## src/dsc_defines.vh

```
`ifndef DSC_DEFINES_VH
`define DSC_DEFINES_VH

// bit positions of the low register half
`define DSC_EXEC_BIT      13
`define DSC_UDIS_BIT      12
`define DSC_IMASK_BIT     11
`define DSC_FACK_BIT      10
`define DSC_RSVD_BIT      9
`define DSC_SUND_BIT      8
`define DSC_SIMP_BIT      7
`define DSC_SPRE_BIT      6
`define DSC_MOE_HI        5
`define DSC_MOE_LO        2
`define DSC_RESTART_BIT   1
`define DSC_HALTED_BIT    0
`define DSC_CLR_STICKY    2

// entry method encodings
`define DSC_MOE_HALTREQ   4'h0
`define DSC_MOE_BREAK     4'h1
`define DSC_MOE_EXTHALT   4'h4
`define DSC_MOE_BKPTINS   4'h3
`define DSC_MOE_WATCH     4'ha

// coprocessor selector fields
`define DSC_CP_OPC1       3'h0
`define DSC_CP_CRN        4'h0
`define DSC_CP_CRM        4'h1
`define DSC_CP_OPC2       3'h0

// reset values
`define DSC_CTRL_RESET    4'h0
`define DSC_MOE_RESET     4'h0
`define DSC_STATE_RESET   2'h2

`endif

```

## src/dsc_state_track.v

```verilog
`timescale 1ns/10ps
`default_nettype none
`include "dsc_defines.vh"

// live halted / restarted status, reset only by processor power-on reset
module dsc_state_track (
	input  wire       clk,
	input  wire       system_power_on_reset_n,
	input  wire       core_in_debug,
	input  wire       core_leaving_debug,
	output wire [1:0] state_bits
);
	reg [1:0] state_q;
	reg [1:0] state_d;

	// restarted low while exiting, halted high in debug state
	always @* begin
		state_d = {~core_leaving_debug, core_in_debug};
	end

	// debug-logic reset deliberately absent here
	always @(posedge clk) begin
		if (!system_power_on_reset_n) begin
			state_q <= `DSC_STATE_RESET;
		end else begin
			state_q <= state_d;
		end
	end

	assign state_bits = state_q;
endmodule
`default_nettype wire

```

## src/dsc_ctrl.v

```verilog
`timescale 1ns/10ps
`default_nettype none
`include "dsc_defines.vh"

// Overview of operation
// - enable bit plus transfer write fetches instruction
// - user access disable raises undefined exception
// - interrupt mask bit blocks irq and fiq
// - force ack bit drives ack high
// - bit nine reads zero, ignores writes
// - sticky undefined set in debug, run-control clear
// - sticky imprecise abort set, run-control clear
// - sticky precise abort set, run-control clear
// - entry method field records debug cause
// - restarted bit low while leaving debug
// - halted bit high while in debug
// - state bits survive debug reset only
// - coprocessor move with c0 c1 selects register
module dsc_ctrl (
	input  wire        clk,
	input  wire        resetn,
	input  wire        system_power_on_reset_n,
	input  wire        core_in_debug,
	input  wire        core_leaving_debug,
	input  wire        cp_valid,
	input  wire        cp_write,
	input  wire        cp_user_mode,
	input  wire [2:0]  cp_opc1,
	input  wire [3:0]  cp_crn,
	input  wire [3:0]  cp_crm,
	input  wire [2:0]  cp_opc2,
	input  wire [31:0] cp_wdata,
	output reg  [31:0] cp_rdata,
	output wire        cp_undef,
	input  wire        ext_wr,
	input  wire [13:0] ext_wdata,
	input  wire        run_ctrl_wr,
	input  wire [31:0] run_ctrl_wdata,
	input  wire        instr_transfer_wr_ok,
	output wire        instr_fetch,
	input  wire        irq_in,
	input  wire        fiq_in,
	output wire        irq_out,
	output wire        fiq_out,
	output wire        debug_ack_out,
	input  wire        undef_event,
	input  wire        imprecise_abort_event,
	input  wire        precise_abort_event,
	input  wire        entry_valid,
	input  wire [3:0]  entry_cause,
	output wire [13:0] status_low
);
	reg  [3:0]  ctrl_q;
	reg  [3:0]  ctrl_d;
	reg  [2:0]  sticky_q;
	reg  [2:0]  sticky_d;
	reg  [3:0]  moe_q;
	reg  [3:0]  moe_d;
	reg         ack_q;
	reg  [13:0] wr_val;
	reg         wr_en;
	wire [1:0]  state_bits;
	wire        sel_reg;
	wire        sticky_clr;
	wire [2:0]  sticky_set;

	// halted and restarted bits on the processor reset
	dsc_state_track u_state (
		.clk                     (clk),
		.system_power_on_reset_n (system_power_on_reset_n),
		.core_in_debug           (core_in_debug),
		.core_leaving_debug      (core_leaving_debug),
		.state_bits              (state_bits)
	);

	// coprocessor selector decode
	assign sel_reg = cp_valid && (cp_opc1 == `DSC_CP_OPC1) && (cp_crn == `DSC_CP_CRN) &&
		(cp_crm == `DSC_CP_CRM) && (cp_opc2 == `DSC_CP_OPC2);

	// user access refused when disabled
	assign cp_undef = sel_reg && cp_user_mode && ctrl_q[`DSC_UDIS_BIT - 10];

	// write source: coprocessor first, then debugger
	always @* begin
		wr_en  = 1'b0;
		wr_val = 14'h0000;
		if (sel_reg && cp_write && !cp_undef) begin
			wr_en  = 1'b1;
			wr_val = cp_wdata[13:0];
		end else if (ext_wr) begin
			wr_en  = 1'b1;
			wr_val = ext_wdata;
		end
	end

	// writable control bits 13..10
	always @* begin
		ctrl_d = ctrl_q;
		if (wr_en) begin
			ctrl_d = wr_val[13:10];
		end
	end

	// sticky flags: set wins over run-control clear
	assign sticky_clr = run_ctrl_wr && run_ctrl_wdata[`DSC_CLR_STICKY];
	assign sticky_set = {undef_event, imprecise_abort_event, precise_abort_event} &
		{3{core_in_debug}};
	always @* begin
		sticky_d = sticky_q;
		if (sticky_clr) begin
			sticky_d = 3'h0;
		end
		sticky_d = sticky_d | sticky_set;
	end

	// entry method captured on each debug event with a listed cause
	always @* begin
		moe_d = moe_q;
		if (entry_valid) begin
			case (entry_cause)
				`DSC_MOE_HALTREQ,
				`DSC_MOE_BREAK,
				`DSC_MOE_EXTHALT,
				`DSC_MOE_BKPTINS,
				`DSC_MOE_WATCH: begin
					moe_d = entry_cause;
				end
				default: begin
					moe_d = moe_q;
				end
			endcase
		end
	end

	// debug-logic registers
	always @(posedge clk) begin
		if (!resetn) begin
			ctrl_q   <= `DSC_CTRL_RESET;
			sticky_q <= 3'h0;
			moe_q    <= `DSC_MOE_RESET;
			ack_q    <= 1'b0;
		end else begin
			ctrl_q   <= ctrl_d;
			sticky_q <= sticky_d;
			moe_q    <= moe_d;
			ack_q    <= ctrl_d[`DSC_FACK_BIT - 10] | core_in_debug;
		end
	end

	// register image, bit nine reads zero
	assign status_low = {ctrl_q, 1'b0, sticky_q, moe_q, state_bits};

	// read data registered
	always @(posedge clk) begin
		if (!resetn) begin
			cp_rdata <= 32'h0000_0000;
		end else if (sel_reg && !cp_write && !cp_undef) begin
			cp_rdata <= {18'h0_0000, status_low};
		end
	end

	// execute injected instruction on accepted transfer write
	assign instr_fetch = ctrl_q[`DSC_EXEC_BIT - 10] & instr_transfer_wr_ok;

	// interrupt masking
	assign irq_out = irq_in & ~ctrl_q[`DSC_IMASK_BIT - 10];
	assign fiq_out = fiq_in & ~ctrl_q[`DSC_IMASK_BIT - 10];

	assign debug_ack_out = ack_q;
endmodule
`default_nettype wire

```

## config.mk

```make
export PLATFORM = sky130hd
export DESIGN_NAME = dsc_ctrl
export DESIGN_NICKNAME = d
export VERILOG_FILES = /design/src/dsc_state_track.v /design/src/dsc_ctrl.v
export VERILOG_INCLUDE_DIRS = /design/src
export SDC_FILE = /design/constraint.sdc
export NUM_CORES = 1
export LEC_CHECK = 0
export ABC_AREA = 1
export BUFFER_PORTS_ARGS = -buffer_cell sky130_fd_sc_hd__buf_2
export CAP_MARGIN = 20
export CORE_MARGIN = 1
export CORE_UTILIZATION = 25
export CTS_BUF_LIST = sky130_fd_sc_hd__clkbuf_4
export DETAILED_ROUTE_END_ITERATION = 16
export PLACE_DENSITY = 0.6
export SLEW_MARGIN = 20
export SYNTH_ARGS = -nofsm -noshare
export SYNTH_HDL_FRONTEND = slang
export SYNTH_SLANG_ARGS = --single-unit
export TNS_END_PERCENT = 1
```

## constraint.sdc

```tcl
create_clock -name clk -period 1.95 [get_ports clk]
set_clock_uncertainty 0.05 [all_clocks]
set_input_delay 0.585 -clock clk [delete_from_list [all_inputs] [get_ports clk]]
set_output_delay 0.585 -clock clk [all_outputs]
set_load 0.05 [all_outputs]
```

# == Word-level counts from Yosys, hierarchy flattened ==
# Index checks and enable logic that the tools add are counted.
# totals
inputBits,113
output_inout_bits,51
elab_cells,45
ff_bits,27
# classes
n_bitwise,8
reduce_logical,19
mux,6
eq_ne,5
# op_table
op,count
$mux 14,2
$logic_and 1x1->1,11
$eq 4x1->1 const B,2
$logic_not 4->1,2
$logic_not 3->1,2
$reduce_or 5->1,1
$eq 4x2->1 const B,1
$eq 4x3->1 const B,1
$eq 4x4->1 const B,1
$and 1x1->1,3
$and 3x3->3,1
$mux 1,3
$mux 3,1
$or 3x3->3,1
$logic_not 1->1,2
$not 1->1,2
$reduce_and 2->1,1
$or 1x1->1,1

# == Logic depth before layout (Yosys ltp) ==
# logic_depth
word_depth,12
depth_mapped,10
ltp_nobuf,9

# == By module ==
# Synthesis repeated with hierarchy kept, for this count alone.
# unflattened
cells_unflattened,215
area_unflattened_um2,1395.1
# modules_own_cells
mod,seq_area_each_um2,cells_each,area_per_inst_um2,n_inst
dsc_ctrl,500.5,210,1343.8,1
dsc_state_track,40.0,5,51.3,1

# == Worst setup path after synthesis ==
# Ideal clock, no wire load.
# synth_timing
path_type,input -> output
from,input port cp_crm[0]
to,output port cp_undef
n_path_buf,0
path_slack_ns,-0.229
path_stages,6
arrival_time_ns,1.544
t_required_ns,1.315
path_cell_list,inv_1 > nor2_1 > nand2_1 > nor2_2 > and2_4 > and3_1
# synth_via
elab_chain_len,5
# synth_rtl
item,line,text
start: declaration,dsc_ctrl.v:30,"input wire [3:0] cp_crm,"
$eq 4x1->1 (no source line),--,
$logic_and 1x1->1 (2 in series),dsc_ctrl.v:77,assign sel_reg = cp_valid && (cp_opc1 == `DSC_CP_OPC1) && (cp_crn == `DSC_CP_CRN) &&
$logic_and 1x1->1 (2 in series),dsc_ctrl.v:81,assign cp_undef = sel_reg && cp_user_mode && ctrl_q[`DSC_UDIS_BIT - 10];
end: declaration,dsc_ctrl.v:34,"output wire cp_undef,"
# No other way between the ends.

# == Final worst setup path ==
# layout_timing
from,input port cp_opc2[1]
to,output port cp_undef
# layout_via
elab_chain_len,4
# layout_rtl
item,line,text
start: declaration,dsc_ctrl.v:31,"input wire [2:0] cp_opc2,"
$logic_not 3->1 (no source line),--,
$logic_and 1x1->1,dsc_ctrl.v:77,
$logic_and 1x1->1 (2 in series),dsc_ctrl.v:81,
# No other way between the ends.

==> results.py <==
metrics = {
    "detailed_routing": {
        "drcViolationCount": 0,
        "wl_per_cell_um": 8.69,
        "drt-met1-wl_mm": 1.44,
        "vias_per_cell": 3.91,
        "vias": 1425,
        "dr.first_iter.drc_count": 39,
        "wl_met3_um": 175,
        "detail-route-antenna-nets": 0,
        "dr.pass1.iters": 4,
        "met2_length_mm": 1.54,
        "postRouteWirelength_mm": 3.16,
        "highest_layer": "met4",
    },
    "placement": {
        "dpl.hpwl_mm": 2.44,
        "dp_cells": 357,
        "place_ws_ns": -0.227,
        "numPortBuffers": 74,
        "place_congestion": 0.712,
    },
    "yosys": {
        "ys_ff_latch": 27,
        "synth_cell_type_count": 19,
        "synth_xor_area_share_pct": 0,
        "synthAdderAreaFrac_pct": 0,
        "synthCells": 215,
        "synth-simple-area-share_pct": 35.0,
        "ys_warn_count": 0,
        "synth_top_family_by_area": "simple AND/OR/NAND/NOR gates",
        "avgSynthCellArea_um2": 6.49,
        "synth_compound_area_share_pct": 4.84,
        "synthMuxAreaShare_pct": 0,
        "seq_area_frac_synth_pct": 38.7,
        "syn-cell-area_um2": 1400,
    },
    "floorplan": {
        "die_h_um": 76.7,
        "row_count": 26,
        "die-area_um2": 5880,
        "pin_count": 164,
        "core_area_um2": 5240,
        "initial_core_util_pct": 26.6,
        "die_x_um": 76.7,
    },
    "sta": {
        "slew_viol_final": 0,
        "rsz0062_at_grt": "yes",
        "max_freq_mhz": 485,
        "period_minus_slack_ns": 2.06,
        "min_period_over_period_pct": 106,
        "setup_viol": 1,
        "hold_violations": 0,
        "worst_hold_slack_ns": 0.351,
        "worst_slack_ns": -0.113,
        "finalSetupTns_ns": -0.113,
    },
    "cts": {
        "cts_num_sinks": 27,
        "path_clk_slew_ns": 0.14,
        "clock_latency_ns": 0.32,
        "cts-htree-levels": 1,
        "numCtsBuffers": 3,
        "cts_tree": "yes",
        "cts_root_buf": "clkbuf_4",
        "clockBufferDepth": 2,
        "holdBufCountCts": 0,
    },
    "grt": {
        "grt_pass1_vias": 1231,
        "antenna_found_initial": 0,
        "overflow": 0,
        "grt_usage_pct": 10.8,
        "grt_first_pass_wirelength_mm": 5.23,
        "grt_max_degree": 27,
    },
    "cells_and_area": {
        "nets": 408,
        "final_cells": 364,
        "area_growth_pct": 35.8,
        "fin_util_pct": 36.2,
        "diodes": 0,
        "drive_gt1_share_pct": 33.3,
    },
    "setup_path": {
        "required_ns": 1.31,
        "crit_chain": "buf_2, nor2_1, nand2_2, nor2_4, and2_4, and3_4, buf_8",
        "critPathKind": "input pin to output pin",
        "slowest_stage": "and3_4",
        "arrival_ns": 1.43,
        "slowest_delay_ns": 0.17,
        "critPathCaptureType": "output pin",
        "critPathTopFamily": "simple AND/OR/NAND/NOR gates",
        "critPathBufInv": 2,
        "cp_max_fo": 2,
        "start_kind": "input pin",
    },
    "power": {
        "power.density_nw_per_um2": 604,
        "ir_worst_vdd_mv": 0.249,
        "swShare_pct": 35.5,
        "power_frac_seq_pct": 51.1,
        "p_leak_nw": 1.14,
        "p_int_mw": 0.738,
        "p_clk_share_pct": 22.3,
        "p_switching_mw": 0.406,
        "combPwrFrac_pct": 26.6,
    },
    "job": {
        "max_cap_violations": 0,
    },
    "outcome": {
        "outcome": "finished, violations left",
        "violations": "negative setup slack",
    },
    "hold_path": {
        "hp-class": "input pin to register",
    },
}
## per-stage QoR
step	cell area (µm²)	power, mW
after CTS	1860	1.15
final	1890	1.14
after detailed placement	1790	0.892
after global routing	1890	1.20
after floorplan	1480	0.844
after global placement	1790	0.890
## final timing paths
check | startpoint | end | slack, ns | depth (start not counted)
max | cp_opc2[1] | cp_undef | -0.11 | 7
min | core_leaving_debug | u_state.state_bits[1] | 0.35 | 2
max reg2reg | ctrl_q[2] | debug_ack_out | 0.55 | 6
min reg2reg | moe_q[1] | moe_q[1] | 0.43 | 2
## layout by cell type (no fill, tap or decap), drive strengths merged, types with 3 or more instances in the layout
cell | netlist | final
buf | 23 | 80
nand2 | 55 | 55
nor2 | 46 | 46
inv | 32 | 32
dfxtp | 27 | 27
conb | 1 | 20
nand3 | 10 | 10
a21oi | 9 | 9
nand4 | 4 | 4
clkbuf | 1 | 4
o21ai | 3 | 3
## state kept, by name, indices dropped and copies added (netlist names)
signal and count:
ctrl_q 4, moe_q 4, cp_rdata 13, u_state.state_bits 2, sticky_q 3, debug_ack_out 1
## timing repair
item / in CTS / in global routing
pin swaps: 6 / 7
gates resized for setup: 7 / 9
buffers inserted: 2 / 1
endpoints found under the setup margin: 1 / 1
## kinds of logic after synthesis
family	Yosys count
other	1
DFF	27
buffers and inverters	56
AOI/OAI and AO/OA	13
and+or+nand+nor	118
## cell usage after synthesis
| master | n | area share (%) |
|---|---|---|
| a21boi_1 | 1 | 0.54 |
| a21oi_1 | 9 | 3.2 |
| and2_4 | 1 | 0.63 |
| and3_1 | 1 | 0.45 |
| buf_2 | 2 | 0.72 |
| buf_4 | 20 | 11 |
| buf_6 | 1 | 0.81 |
| clkbuf_1 | 1 | 0.27 |
| conb_1 | 1 | 0.27 |
| dfxtp_1 | 27 | 39 |
| inv_1 | 32 | 8.6 |
| nand2_1 | 54 | 15 |
| nand2_4 | 1 | 0.81 |
| nand3_1 | 10 | 3.6 |
| nand4_1 | 4 | 1.8 |
| nor2_1 | 44 | 12 |
| nor2_2 | 2 | 0.90 |
| o21ai_0 | 3 | 1.1 |
| or2_2 | 1 | 0.45 |
## cell type report
type	instances	area, µm²
Fill cell	586	3340
Multi-Input combinational cell	151	666
Sequential cell	27	541
Timing Repair Buffer	80	450
Inverter	32	120
Tap cell	70	87.6
Clock buffer	4	30.0
## routing by layer
layer | global-route usage (%) | up-vias
met3 | 3.33 | 2
met1 | 12.8 | 614
met4 | 1.15 | 0
met2 | 19.6 | 47
li1 | - | 762
met5 | 0 | -
## power by group through the flow
stage | Combinational, mW | Clock (mW) | Sequential [mW]
4_1_cts | 0.298 | 0.271 | 0.586
6_report | 0.304 | 0.255 | 0.585
3_3_place_gp | 0.292 | 0 | 0.598
5_1_grt | 0.325 | 0.290 | 0.589
2_1_floorplan | 0.185 | 0 | 0.659
3_5_place_dp | 0.294 | 0 | 0.598
(Power assumes the default switching activity.)
